## config.mk

```make
export PLATFORM = sky130hd
export DESIGN_NAME = crfc_core_regs
export DESIGN_NICKNAME = d
export VERILOG_FILES = /design/src/logic/crfc_pkg.sv /design/src/logic/crfc_alu.sv /design/src/logic/crfc_core_regs.sv
export SDC_FILE = /design/constraint.sdc
export NUM_CORES = 1
export LEC_CHECK = 0
export ABC_AREA = 1
export BUFFER_PORTS_ARGS = -buffer_cell sky130_fd_sc_hd__buf_2
export CAP_MARGIN = 5
export CORE_AREA = 2 2 202 204
export DETAILED_ROUTE_END_ITERATION = 10
export DIE_AREA = 0 0 204 206
export SYNTH_ARGS = -nofsm -noshare
export SYNTH_HDL_FRONTEND = slang
export SYNTH_SLANG_ARGS = --single-unit
```

## constraint.sdc

```tcl
create_clock -name clk -period 3.5 [get_ports clk]
set_input_delay 0.7 -clock clk [delete_from_list [all_inputs] [get_ports clk]]
set_output_delay 0.7 -clock clk [all_outputs]
set_load 0.01 [all_outputs]
```

## src/logic/crfc_pkg.sv

```systemverilog
// Constants shared by the core register set and its arithmetic unit
package crfc_pkg;
   // Condition flag bit positions
   localparam int FLAG_STOP_DIS = 7;
   localparam int FLAG_PIN_NONMASKABLE_IRQ_MASK = 6;
   localparam int FLAG_HALF = 5;
   localparam int FLAG_IRQ_MASK = 4;
   localparam int FLAG_NEG = 3;
   localparam int FLAG_ZERO = 2;
   localparam int FLAG_OVF = 1;
   localparam int FLAG_CARRY = 0;
   localparam logic [7:0] FLAGS_RESET = 8'hD0;
   // Register selects on the access port
   localparam logic [2:0] SEL_ACC_HIGH = 3'h0;
   localparam logic [2:0] SEL_ACC_LOW = 3'h1;
   localparam logic [2:0] SEL_DOUBLE = 3'h2;
   localparam logic [2:0] SEL_INDEX_FIRST = 3'h3;
   localparam logic [2:0] SEL_INDEX_SECOND = 3'h4;
   localparam logic [2:0] SEL_STACK = 3'h5;
   localparam logic [2:0] SEL_PC = 3'h6;
   localparam logic [2:0] SEL_FLAGS = 3'h7;
   // Arithmetic operations
   localparam logic [3:0] OP_ADD_A = 4'h0;
   localparam logic [3:0] OP_ADC_A = 4'h1;
   localparam logic [3:0] OP_ADD_ACCUMULATORS = 4'h2;
   localparam logic [3:0] OP_SUB_A = 4'h3;
   localparam logic [3:0] OP_DECIMAL_ADJUST = 4'h4;
   localparam logic [3:0] OP_ADD_D = 4'h5;
   localparam logic [3:0] OP_SUB_D = 4'h6;
   // Base register codes for indexed addressing
   localparam logic [1:0] BASE_INDEX_FIRST = 2'h0;
   localparam logic [1:0] BASE_INDEX_SECOND = 2'h1;
   localparam logic [1:0] BASE_STACK = 2'h2;
   localparam logic [1:0] BASE_PC = 2'h3;
   // Offset modes for indexed addressing
   localparam logic [2:0] EA_CONST = 3'h0;
   localparam logic [2:0] EA_ACC_HIGH = 3'h1;
   localparam logic [2:0] EA_ACC_LOW = 3'h2;
   localparam logic [2:0] EA_DOUBLE = 3'h3;
   localparam logic [2:0] EA_AUTO_PRE = 3'h4;
   localparam logic [2:0] EA_AUTO_POST = 3'h5;
   // Arithmetic constants
   localparam logic [3:0] BCD_DIGIT_MAX = 4'h9;
   localparam logic [3:0] BCD_DIGIT_HIGH = 4'h8;
   localparam logic [7:0] BCD_ADJ_LOW = 8'h06;
   localparam logic [7:0] BCD_ADJ_HIGH = 8'h60;
   localparam logic [15:0] WORD_BYTES = 16'h0002;
   localparam logic [15:0] NEXT_BYTE = 16'h0001;
endpackage

```

## src/logic/crfc_alu.sv

```systemverilog
// Combinational arithmetic unit producing results and condition flags
`timescale 1ns/10ps
module crfc_alu (
   input wire logic [3:0] op,
   input wire logic [7:0] acc_high,
   input wire logic [7:0] acc_low,
   input wire logic [15:0] operand,
   input wire logic [7:0] flags_in,
   output logic [15:0] result,
   output logic [7:0] flags_out,
   output logic to_double
);
   always_comb
   begin
      logic [8:0] sum8;
      logic [16:0] sum16;
      logic [4:0] nib;
      logic [7:0] opb;
      logic [15:0] dbl;
      logic cin;
      logic adj_high;
      sum8 = '0;
      sum16 = '0;
      nib = '0;
      dbl = {acc_high, acc_low};
      opb = (op == crfc_pkg::OP_ADD_ACCUMULATORS) ? acc_low : operand[7:0];
      cin = (op == crfc_pkg::OP_ADC_A) ? flags_in[crfc_pkg::FLAG_CARRY] : 1'b0;
      adj_high = 1'b0;
      result = dbl;
      flags_out = flags_in;
      to_double = 1'b0;
      case (op)
         crfc_pkg::OP_ADD_A, crfc_pkg::OP_ADC_A, crfc_pkg::OP_ADD_ACCUMULATORS:
         begin
            sum8 = {1'b0, acc_high} + {1'b0, opb} + {8'h00, cin};
            nib = {1'b0, acc_high[3:0]} + {1'b0, opb[3:0]} + {4'h0, cin};
            flags_out[crfc_pkg::FLAG_HALF] = nib[4];
            flags_out[crfc_pkg::FLAG_OVF] = (acc_high[7] == opb[7]) && (sum8[7] != acc_high[7]);
         end
         crfc_pkg::OP_SUB_A:
         begin
            sum8 = {1'b0, acc_high} - {1'b0, opb};
            flags_out[crfc_pkg::FLAG_OVF] = (acc_high[7] != opb[7]) && (sum8[7] != acc_high[7]);
         end
         crfc_pkg::OP_DECIMAL_ADJUST:
         begin
            adj_high = flags_in[crfc_pkg::FLAG_CARRY] || (acc_high[7:4] > crfc_pkg::BCD_DIGIT_MAX)
               || ((acc_high[7:4] > crfc_pkg::BCD_DIGIT_HIGH)
               && (acc_high[3:0] > crfc_pkg::BCD_DIGIT_MAX));
            sum8 = {1'b0, acc_high}
               + {1'b0, (flags_in[crfc_pkg::FLAG_HALF] || (acc_high[3:0] > crfc_pkg::BCD_DIGIT_MAX))
                  ? crfc_pkg::BCD_ADJ_LOW : 8'h00}
               + {1'b0, adj_high ? crfc_pkg::BCD_ADJ_HIGH : 8'h00};
         end
         crfc_pkg::OP_ADD_D, crfc_pkg::OP_SUB_D:
         begin
            to_double = 1'b1;
            if (op == crfc_pkg::OP_ADD_D)
            begin
               sum16 = {1'b0, dbl} + {1'b0, operand};
               flags_out[crfc_pkg::FLAG_OVF] = (dbl[15] == operand[15]) && (sum16[15] != dbl[15]);
            end
            else
            begin
               sum16 = {1'b0, dbl} - {1'b0, operand};
               flags_out[crfc_pkg::FLAG_OVF] = (dbl[15] != operand[15]) && (sum16[15] != dbl[15]);
            end
            result = sum16[15:0];
            flags_out[crfc_pkg::FLAG_CARRY] = sum16[16];
            flags_out[crfc_pkg::FLAG_NEG] = sum16[15];
            flags_out[crfc_pkg::FLAG_ZERO] = (sum16[15:0] == 16'h0000);
         end
         default:
         begin
            result = dbl;
         end
      endcase
      if (!to_double && (op <= crfc_pkg::OP_DECIMAL_ADJUST))
      begin
         result = {sum8[7:0], acc_low};
         flags_out[crfc_pkg::FLAG_NEG] = sum8[7];
         flags_out[crfc_pkg::FLAG_ZERO] = (sum8[7:0] == 8'h00);
         // Decimal adjust keeps a carry it already had
         flags_out[crfc_pkg::FLAG_CARRY] = (op == crfc_pkg::OP_DECIMAL_ADJUST)
            ? (adj_high || sum8[8]) : sum8[8];
      end
   end
endmodule // crfc_alu

```

## src/logic/crfc_core_regs.sv

```systemverilog
// Programmer-visible register set, condition flags and address forming
`timescale 1ns/10ps
module crfc_core_regs (
   input wire logic clk,
   input wire logic resetn,
   input wire logic [2:0] reg_sel,
   input wire logic [15:0] wr_data,
   input wire logic wr_en,
   input wire logic rd_en,
   output logic [15:0] rd_data,
   input wire logic alu_en,
   input wire logic [3:0] alu_op,
   input wire logic [15:0] alu_operand,
   input wire logic ea_req,
   input wire logic [1:0] ea_base,
   input wire logic [2:0] ea_mode,
   input wire logic [15:0] ea_offset,
   output logic ea_valid,
   output logic ea_illegal,
   output logic [15:0] ea_addr,
   output logic [15:0] ea_addr_next,
   input wire logic push_req,
   input wire logic [15:0] push_data,
   input wire logic pull_req,
   output logic stk_valid,
   output logic [15:0] stk_addr_hi,
   output logic [15:0] stk_addr_lo,
   output logic [7:0] stk_byte_hi,
   output logic [7:0] stk_byte_lo,
   input wire logic pc_step,
   input wire logic [2:0] pc_len,
   output logic [15:0] program_counter,
   input wire logic stop_req,
   output logic stop_enter,
   output logic stop_ignored,
   input wire logic pin_nonmaskable_irq_n,
   input wire logic irq_req,
   output logic pin_nonmaskable_irq_service,
   output logic irq_service,
   output logic [7:0] condition_flags
);
   typedef struct packed {
      logic [7:0] accumulator_high;
      logic [7:0] accumulator_low;
      logic [15:0] index_first;
      logic [15:0] index_second;
      logic [15:0] stack_pointer;
      logic [15:0] program_counter;
      logic [7:0] condition_flags;
      logic pin_nonmaskable_irq_meta;
      logic pin_nonmaskable_irq_sync;
      logic [15:0] rd_data;
      logic ea_valid;
      logic ea_illegal;
      logic [15:0] ea_addr;
      logic [15:0] ea_addr_next;
      logic stk_valid;
      logic [15:0] stk_addr_hi;
      logic [15:0] stk_addr_lo;
      logic [7:0] stk_byte_hi;
      logic [7:0] stk_byte_lo;
      logic stop_enter;
      logic stop_ignored;
      logic pin_nonmaskable_irq_service;
      logic irq_service;
   } crfc_state_t;

   crfc_state_t st;
   crfc_state_t next_st;
   logic [15:0] alu_result;
   logic [7:0] alu_flags;
   logic alu_double;
   logic [15:0] base_val;
   logic [15:0] offset_val;
   logic auto_mode;

   crfc_alu u_alu (
      .op(alu_op),
      .acc_high(st.accumulator_high),
      .acc_low(st.accumulator_low),
      .operand(alu_operand),
      .flags_in(st.condition_flags),
      .result(alu_result),
      .flags_out(alu_flags),
      .to_double(alu_double)
   );

   always_comb
   begin
      unique case (ea_base)
         crfc_pkg::BASE_INDEX_FIRST: base_val = st.index_first;
         crfc_pkg::BASE_INDEX_SECOND: base_val = st.index_second;
         crfc_pkg::BASE_STACK: base_val = st.stack_pointer;
         crfc_pkg::BASE_PC: base_val = st.program_counter;
      endcase
      // Accumulator offsets are unsigned
      case (ea_mode)
         crfc_pkg::EA_ACC_HIGH: offset_val = {8'h00, st.accumulator_high};
         crfc_pkg::EA_ACC_LOW: offset_val = {8'h00, st.accumulator_low};
         crfc_pkg::EA_DOUBLE: offset_val = {st.accumulator_high, st.accumulator_low};
         default: offset_val = ea_offset;
      endcase
      auto_mode = (ea_mode == crfc_pkg::EA_AUTO_PRE) || (ea_mode == crfc_pkg::EA_AUTO_POST);
   end

   always_comb
   begin
      next_st = st;
      next_st.pin_nonmaskable_irq_meta = ~pin_nonmaskable_irq_n;
      next_st.pin_nonmaskable_irq_sync = st.pin_nonmaskable_irq_meta;
      next_st.rd_data = 16'h0000;
      next_st.ea_valid = 1'b0;
      next_st.ea_illegal = 1'b0;
      next_st.stk_valid = 1'b0;
      next_st.stop_enter = 1'b0;
      next_st.stop_ignored = 1'b0;
      // Only the second synchroniser stage feeds logic
      next_st.pin_nonmaskable_irq_service = st.pin_nonmaskable_irq_sync && !st.condition_flags[crfc_pkg::FLAG_PIN_NONMASKABLE_IRQ_MASK];
      next_st.irq_service = irq_req && !st.condition_flags[crfc_pkg::FLAG_IRQ_MASK];
      if (stop_req)
      begin
         next_st.stop_enter = !st.condition_flags[crfc_pkg::FLAG_STOP_DIS];
         next_st.stop_ignored = st.condition_flags[crfc_pkg::FLAG_STOP_DIS];
      end
      // Later blocks override earlier ones: write beats alu beats auto update
      // Auto update beats push, push beats pull, pull beats pc step
      if (pc_step)
      begin
         next_st.program_counter = st.program_counter + {13'h0000, pc_len};
      end
      if (pull_req)
      begin
         next_st.stack_pointer = st.stack_pointer + crfc_pkg::WORD_BYTES;
      end
      if (push_req)
      begin
         // Pre-decrement keeps the pointer on the last byte written
         next_st.stack_pointer = st.stack_pointer - crfc_pkg::WORD_BYTES;
         next_st.stk_valid = 1'b1;
         next_st.stk_addr_hi = st.stack_pointer - crfc_pkg::WORD_BYTES;
         next_st.stk_addr_lo = st.stack_pointer - crfc_pkg::NEXT_BYTE;
         next_st.stk_byte_hi = push_data[15:8];
         next_st.stk_byte_lo = push_data[7:0];
      end
      if (ea_req)
      begin
         if (auto_mode && (ea_base == crfc_pkg::BASE_PC))
         begin
            next_st.ea_illegal = 1'b1;
         end
         else
         begin
            next_st.ea_valid = 1'b1;
            // Any byte address is legal; no alignment check
            next_st.ea_addr = (ea_mode == crfc_pkg::EA_AUTO_POST) ? base_val
               : base_val + offset_val;
            next_st.ea_addr_next = next_st.ea_addr + crfc_pkg::NEXT_BYTE;
            if (auto_mode)
            begin
               unique case (ea_base)
                  crfc_pkg::BASE_INDEX_FIRST: next_st.index_first = base_val + offset_val;
                  crfc_pkg::BASE_INDEX_SECOND: next_st.index_second = base_val + offset_val;
                  crfc_pkg::BASE_STACK: next_st.stack_pointer = base_val + offset_val;
                  crfc_pkg::BASE_PC: next_st.program_counter = st.program_counter;
               endcase
            end
         end
      end
      if (alu_en)
      begin
         next_st.condition_flags = alu_flags;
         next_st.accumulator_high = alu_result[15:8];
         if (alu_double)
         begin
            next_st.accumulator_low = alu_result[7:0];
         end
      end
      if (wr_en)
      begin
         unique case (reg_sel)
            crfc_pkg::SEL_ACC_HIGH: next_st.accumulator_high = wr_data[7:0];
            crfc_pkg::SEL_ACC_LOW: next_st.accumulator_low = wr_data[7:0];
            crfc_pkg::SEL_DOUBLE:
            begin
               next_st.accumulator_high = wr_data[15:8];
               next_st.accumulator_low = wr_data[7:0];
            end
            crfc_pkg::SEL_INDEX_FIRST: next_st.index_first = wr_data;
            crfc_pkg::SEL_INDEX_SECOND: next_st.index_second = wr_data;
            crfc_pkg::SEL_STACK: next_st.stack_pointer = wr_data;
            crfc_pkg::SEL_PC: next_st.program_counter = wr_data;
            crfc_pkg::SEL_FLAGS: next_st.condition_flags = wr_data[7:0];
         endcase
      end
      // Reads see values from before a same-cycle write
      if (rd_en)
      begin
         unique case (reg_sel)
            crfc_pkg::SEL_ACC_HIGH: next_st.rd_data = {8'h00, st.accumulator_high};
            crfc_pkg::SEL_ACC_LOW: next_st.rd_data = {8'h00, st.accumulator_low};
            crfc_pkg::SEL_DOUBLE: next_st.rd_data = {st.accumulator_high, st.accumulator_low};
            crfc_pkg::SEL_INDEX_FIRST: next_st.rd_data = st.index_first;
            crfc_pkg::SEL_INDEX_SECOND: next_st.rd_data = st.index_second;
            crfc_pkg::SEL_STACK: next_st.rd_data = st.stack_pointer;
            crfc_pkg::SEL_PC: next_st.rd_data = st.program_counter;
            crfc_pkg::SEL_FLAGS: next_st.rd_data = {8'h00, st.condition_flags};
         endcase
      end
   end

   always_ff @(posedge clk or negedge resetn)
   begin
      if (!resetn)
      begin
         st <= '0;
         st.condition_flags <= crfc_pkg::FLAGS_RESET;
      end
      else
      begin
         st <= next_st;
      end
   end

   assign rd_data = st.rd_data;
   assign ea_valid = st.ea_valid;
   assign ea_illegal = st.ea_illegal;
   assign ea_addr = st.ea_addr;
   assign ea_addr_next = st.ea_addr_next;
   assign stk_valid = st.stk_valid;
   assign stk_addr_hi = st.stk_addr_hi;
   assign stk_addr_lo = st.stk_addr_lo;
   assign stk_byte_hi = st.stk_byte_hi;
   assign stk_byte_lo = st.stk_byte_lo;
   assign program_counter = st.program_counter;
   assign stop_enter = st.stop_enter;
   assign stop_ignored = st.stop_ignored;
   assign pin_nonmaskable_irq_service = st.pin_nonmaskable_irq_service;
   assign irq_service = st.irq_service;
   assign condition_flags = st.condition_flags;

   logic solo_alu;
   assign solo_alu = alu_en && !wr_en && !ea_req;
endmodule // crfc_core_regs

```

Word level (Yosys, flattened, before mapping)
Index checks and enable logic that the tools add are counted.
{ "op_classes": {"n_eq_ne": 29, "n_lt_le_gt_ge": 4, "reduce_logical": 27, "mux": 51, "add_sub_neg": 15, "bitwise": 2} }
{ "ops": {"columns": ["op", "count"], "rows": [
  ["16-bit two-way mux", 16],
  ["64-bit two-way mux", 3],
  ["16-bit one-hot mux with 8 select lines", 1],
  ["88-bit two-way mux", 1],
  ["16-bit one-hot mux with 4 select lines", 1],
  ["49-bit two-way mux", 1],
  ["16-bit one-hot mux with 3 select lines", 1],
  ["17-bit two-way mux", 2],
  ["34-bit two-way mux", 1],
  ["32-bit two-way mux", 1],
  ["8-bit two-way mux", 4],
  ["9-bit one-hot mux with 3 select lines", 1],
  ["8-bit by 8-bit adder with 9-bit output", 2],
  ["3-bit equality test (second input constant)", 6],
  ["16-bit by 16-bit adder with 17-bit output", 1],
  ["16-bit by 16-bit subtractor with 17-bit output", 1],
  ["16-bit by 1-bit adder with 16-bit output (second input constant)", 1],
  ["16-bit adder", 1],
  ["16-bit by 2-bit adder with 16-bit output (second input constant)", 1],
  ["16-bit by 3-bit adder with 16-bit output", 1],
  ["16-bit logical NOT", 1],
  ["8-bit one-hot mux with 2 select lines", 1],
  ["16-bit by 1-bit subtractor with 16-bit output (second input constant)", 1],
  ["16-bit by 2-bit subtractor with 16-bit output (second input constant)", 1],
  ["33 further kinds", 77]
]} }
{ "word_totals": {"out_inout_bits": 127, "word_cells": 151, "in_bits": 91, "reg_bits": 193} }

Longest topological paths before layout
{ "depth": {"word_depth": 12, "mapped_depth": 25, "mapped_depth_nobuf": 25} }

Hierarchy
A second synthesis with hierarchy kept.
{ "unflattened": {"hier_cells": 2495, "area_unflattened_um2": 16587.2} }
{ "by_module_without_submodules": {"columns": ["module", "instances", "seq_area_each_um2", "cells_each", "area_each_um2"], "rows": [
  ["crfc_core_regs", 1, 4833.4, 1823, 13086.3],
  ["crfc_alu", 1, 0.0, 672, 3500.9]
]} }

Worst setup path after synthesis
OpenSTA, ideal clock, no wires.
{ "synth_timing": {"path_kind": "input to register", "from": "input ea_mode[1]", "to": "register st, in the netlist ea_addr_next[15]", "setup_ns": 0.117, "n_path_buf": 1, "arrival_ns": 3.504, "stages": 22, "setup_slack_ns": -0.121, "required_time_ns": 3.383, "path_cell_list": "buf_4 > nor3_1 > a221oi_1 > nor2_1 > ha_1 > inv_1 > fa_1 > inv_1 > nand3_1 > nand2_1 > nand2_1 > nand2_1 > xor2_1 > nand2_1 > o21ai_2 > nand2_1 > nor2_1 > nand3_1 > nand2_1 > nand2_1 > nand2_1 > nand2_1"} }
{ "synth_between": {"elab_chain_cells": 5, "elab_cells_between_ends": 13, "cone_classes": "add/sub: 2; eq/ne: 5; mux: 2; bitwise: 1; reduce/logical: 3"} }
{ "synth_lines": {"columns": ["item", "line_no", "text"], "rows": [
  ["start, declared", "crfc_core_regs.sv:16", "input wire logic [2:0] ea_mode,"],
  ["3-bit by 2-bit equality test with 1-bit output (tied with other cells)", "crfc_core_regs.sv:97", "case (ea_mode)"],
  ["16-bit one-hot mux with 3 select lines / 1-bit logical OR (equally long branches)", "crfc_core_regs.sv:97, crfc_core_regs.sv:103", null],
  ["16-bit adder / 1-bit logical AND (equally long branches)", "crfc_core_regs.sv:156, crfc_core_regs.sv:147", null],
  ["16-bit two-way mux / 1-bit inverter (equally long branches)", null, null],
  ["16-bit by 1-bit adder with 16-bit output / 2-bit AND reduction (equally long branches)", null, null],
  ["end signal, assigned", "crfc_core_regs.sv:220", "st <= next_st;"],
  ["end, declared", "crfc_core_regs.sv:68", "crfc_state_t st;"]
]} }
Several ways; a longest one is shown, not always the timed one.
A chain may end at the register's enable or synchronous reset.

Worst setup path after layout
{ "layout_timing": {"from": "input ea_mode[1]", "to": "register st, in the netlist ea_addr_next[6]"} }
The elaborated chain is that of the path after synthesis.

==> impl_metrics.toml <==
[clock_network]
htree_levels = 4
cts-root-buf = "sky130_fd_sc_hd__clkbuf_16"
number_of_clock_buffers_inserted_by_tritoncts = 17
cts.sinks = 193
insertion_delay_to_the_later_sink_of_the_worst_skew_pair_ns = 0.48
ctsLongestPathBuffers = 2
cts_tree = "built"
path_clk_slew_ns = 0.07

[setup_path]
arrival_ns = 3.72
cpMaxStageDelayCell = "sky130_fd_sc_hd__ha_1"
end_kind = "register"
cpPeakStageDelay_ns = 0.33
critical_path.max_fanout = 8
crit_required_ns = 3.88
timing.setup.critical_path_class = "primary input to register"
critPathLaunchType = "primary input"
path_common_cell = "sky130_fd_sc_hd__nand2_1"
cp_cell_sequence = "buf_2 > inv_1 > nand2_1 > nand2_1 > clkinv_1 > buf_4 > nor2_1 > nor2_1 > ha_1 > a21oi_1 > nand2_1 > nand2_1 > nand2_1 > xor2_2 > o21ai_2 > inv_1 > nand3_1 > inv_2 > or2_1 > a31oi_1"

[floorplanning]
dieWidth_um = 204
die_height_um = 206
starting_density_of_the_core_pct = 39.2
rows = 74
die_footprint_mm2 = 0.0420
design.portCount = 218
core_region_area_mm2 = 0.0402

[timing]
worst_pin_slew_ns = 0.693
report.final.hold_viol_count = 0
fmaxAchievable_ghz = 0.299
timing.final.ws_setup_ns = 0.157
crit_share_post_route_pct = 95.5
timing.final.setup_violations = 0
setup_repair_after_global_routing_missed_its_margin = "yes"
finalMaxSlewViolations = 0
relSlewSlack_pct = 53.7
setup_skew_after_layout_ns = 0.0257
fin_hold_ws_ns = 0.203
final.min_clock_period_ns = 3.34
finalSetupTns_ns = 0

[synth]
synth-warning-count = 0
ys_seq_area_share_pct = 30.7
compound_gate_portion_of_the_synthesized_area_pct = 19.3
synth-adder-area-share_pct = 7.05
synth-edff-count = 0
synth.largest_area_cell = "sky130_fd_sc_hd__dfrtp_1"
postSynthRegisterBits = 193
yosys-top-cells-area = "sky130_fd_sc_hd__dfrtp_1, sky130_fd_sc_hd__nand2_1, sky130_fd_sc_hd__o21ai_0"
yosys_most_used_dff = "sky130_fd_sc_hd__dfrtp_1"
avgSynthCellArea_um2 = 6.82
synthesis.nets = 2484
synth.mux.area_fraction_pct = 0.0635
yosys.area_share.simple_pct = 25.8
synthesized_area_fraction_occupied_by_xor_and_xnor_cells_pct = 2.25
synthDistinctLibCells = 60
combinational_family_with_the_most_area_after_synthesis = "simple AND/OR/NAND/NOR gates"
synth_top_area_share_pct = 30.2
syn-instance-count = 2309
syn-cell-area_mm2 = 0.0158
synthArstFlopShare_pct = 100

[placed_design]
pre_cts_slack_ns = -0.267
postPlaceCellArea_mm2 = 0.0179
place.gp.congestion = 1.02
port_buffers = 217
post-dp-hpwl_mm = 48.8

[global_routing]
grt.total_usage_pct = 28.6
grt_pass1_vias = 15492
grt_start_max_net_pins = 58
grt_remaining_overflow = 0
antenna_violations_before_repair = 1
global_route_wire_length_before_repair_mm = 91.8

[routing]
detail_route.first_pass.iterations = 6
wire_per_inst_um = 19.5
detail_route.drc_violations = 0
final_antenna_violating_net_count = 0
drt-vias-per-instance = 5.37
totalWireLength_mm = 60.7
detailedRoute.firstIterationViolations = 1575
total_via_count_after_detailed_routing = 16673

[power]
power.leakage_nw = 9.76
vdd_ir_drop_max_uv = 419
power_per_cell_area_mw_per_mm2 = 656
report.power.total_mw = 12.2

[layout]
post_route_cells_drive_above_1_share_pct = 20.7
antenna_cells_inserted = 0
areaGrowthSynthToFinish_pct = 18.3
fillerInstances = 4190
stdcell_area_mm2 = 0.0186
finalNetCount = 2738

[job]
drv.max_cap_violation_count = 0

[hold_path]
worstHoldPathType = "primary input to async pin"

[status]
run_status = "finished, final reports clean"
## logic make-up after synthesis
family | Yosys count
muxes | 1
and+or+nand+nor | 977
DFF | 193
adders and majority gates | 84
buffers and inverters | 491
xor gates and xnor gates | 38
AOI/OAI and AO/OA | 525
## power by group
part | switching (mW) | internal [mW] | total, mW
clock | 0.926 | 1.20 | 2.12
sequential | 0.648 | 2.88 | 3.53
combinational | 4.07 | 2.50 | 6.57
total | 5.64 | 6.59 | 12.2
## worst paths after layout
check	start	end	slack, ns	cells after the start
min in group clk	pin_nonmaskable_irq_n	next_st[103]	0.36	2
setup / recovery	ea_mode[1]	ea_addr_next[6]	0.16	20
hold reg to reg	next_st[103]	st[103]	0.36	0
max in group asynchronous	resetn	stk_byte_lo[4]	2.50	2
setup reg to reg	st[129]	ea_addr_next[8]	0.27	17
hold / removal	resetn	program_counter[7]	0.20	1
## metal layers
layer / global-route usage, % / share of wire (%) / vias to the layer above / wire length, µm
li1: - / - / 8001 / -
met1: 40.7 / 45 / 7828 / 27400
met2: 44.1 / 43 / 741 / 26200
met3: 4.62 / 8.2 / 103 / 4990
met4: 9.91 / 3.6 / 0 / 2160
met5: 0 / 0 / - / 0
## cells in the mapped netlist (7+ instances only)
| library cell | count |
|---|---|
| sky130_fd_sc_hd__o22ai_1 | 39 |
| sky130_fd_sc_hd__xor2_1 | 32 |
| sky130_fd_sc_hd__inv_2 | 12 |
| sky130_fd_sc_hd__clkbuf_1 | 42 |
| sky130_fd_sc_hd__a22oi_1 | 20 |
| sky130_fd_sc_hd__buf_2 | 24 |
| sky130_fd_sc_hd__nand3_1 | 127 |
| sky130_fd_sc_hd__nor2_2 | 9 |
| sky130_fd_sc_hd__a21oi_1 | 131 |
| sky130_fd_sc_hd__nor3_1 | 20 |
| sky130_fd_sc_hd__ha_1 | 76 |
| sky130_fd_sc_hd__dfrtp_1 | 190 |
| sky130_fd_sc_hd__buf_4 | 121 |
| sky130_fd_sc_hd__nand4_1 | 22 |
| sky130_fd_sc_hd__nor2_1 | 219 |
| sky130_fd_sc_hd__o21ai_1 | 25 |
| sky130_fd_sc_hd__fa_1 | 8 |
| sky130_fd_sc_hd__nand2_1 | 547 |
| sky130_fd_sc_hd__inv_1 | 282 |
| sky130_fd_sc_hd__o211ai_1 | 15 |
| sky130_fd_sc_hd__clkinv_1 | 7 |
| sky130_fd_sc_hd__o221ai_1 | 14 |
| sky130_fd_sc_hd__o21ai_0 | 213 |
| sky130_fd_sc_hd__a221oi_1 | 16 |
| sky130_fd_sc_hd__a31oi_1 | 15 |
## cell usage in the layout, fill, tap and decap left out, types with 4 or more instances in the layout
cell and instances:
sky130_fd_sc_hd__o21ai_0 209, sky130_fd_sc_hd__a2111oi_0 6, sky130_fd_sc_hd__nor2_4 4, sky130_fd_sc_hd__bufinv_16 4, sky130_fd_sc_hd__ha_1 75, sky130_fd_sc_hd__a21oi_1 127
sky130_fd_sc_hd__xor2_2 6, sky130_fd_sc_hd__o22ai_1 38, sky130_fd_sc_hd__clkbuf_16 17, sky130_fd_sc_hd__o211ai_1 15, sky130_fd_sc_hd__nor2_2 13, sky130_fd_sc_hd__nand3b_1 6
sky130_fd_sc_hd__nand4_1 22, sky130_fd_sc_hd__o221ai_1 14, sky130_fd_sc_hd__nand2_1 545, sky130_fd_sc_hd__nand2_2 7, sky130_fd_sc_hd__clkinv_1 7, sky130_fd_sc_hd__o21ai_1 25
sky130_fd_sc_hd__a21oi_2 4, sky130_fd_sc_hd__o21bai_1 5, sky130_fd_sc_hd__fa_1 7, sky130_fd_sc_hd__inv_1 280, sky130_fd_sc_hd__xor2_1 29, sky130_fd_sc_hd__a22oi_1 20
sky130_fd_sc_hd__a31oi_1 15, sky130_fd_sc_hd__nand3_1 127, sky130_fd_sc_hd__buf_4 205, sky130_fd_sc_hd__nor3_1 19, sky130_fd_sc_hd__o21ai_2 8, sky130_fd_sc_hd__a221oi_1 15
sky130_fd_sc_hd__dfrtp_1 190, sky130_fd_sc_hd__buf_2 216, sky130_fd_sc_hd__inv_2 13, sky130_fd_sc_hd__nor2_1 215
## worst max-delay path: cells and delay by family
family | cells | cell delay (ns)
buffers and inverters | 6 | 0.76
adder cells (fa/ha/maj) | 1 | 0.33
XOR/XNOR | 1 | 0.17
AND/OR/NAND/NOR | 9 | 1.12
AO/OA/AOI/OAI | 3 | 0.62
## flip-flops by register name, indices dropped and copies added, names as in the netlist
name / flops
ea_illegal: 1
condition_flags: 8
irq_service: 1
program_counter: 16
stk_byte_hi: 8
stk_addr_hi: 16
next_st: 1
stop_enter: 1
st: 65
stk_valid: 1
rd_data: 16
stk_addr_lo: 16
ea_addr_next: 16
stk_byte_lo: 8
pin_nonmaskable_irq_service: 1
stop_ignored: 1
ea_addr: 16
ea_valid: 1
## metrics by stage
step / utilization, % / cells
floorplan: - / 2309
global placement: 44.6 / 3076
detailed placement: 44.6 / 3076
CTS: 46.1 / 3107
global route: 46.4 / 3107
finish: 46.4 / 3107
## area by class of cell
| cell class | instances | area, µm² | share of cell area (%) |
|---|---|---|---|
| Multi-Input combinational cell | 1625 | 8700 | 46.7 |
| Timing Repair Buffer | 425 | 2690 | 14.5 |
| Tap cell | 532 | 666 | 3.57 |
| Clock buffer | 19 | 433 | 2.32 |
| Clock inverter | 12 | 181 | 0.973 |
| Inverter | 301 | 1130 | 6.08 |
| Sequential cell | 193 | 4830 | 25.9 |
## repair_timing
item / in CTS / in global routing
gates resized for setup: 0 / 28
setup buffers: 0 / 0
hold endpoints to repair: 0 / 0
setup endpoints to repair: 0 / 10
hold buffers: 0 / 0
No activity file was read; power rests on OpenSTA's default activity.
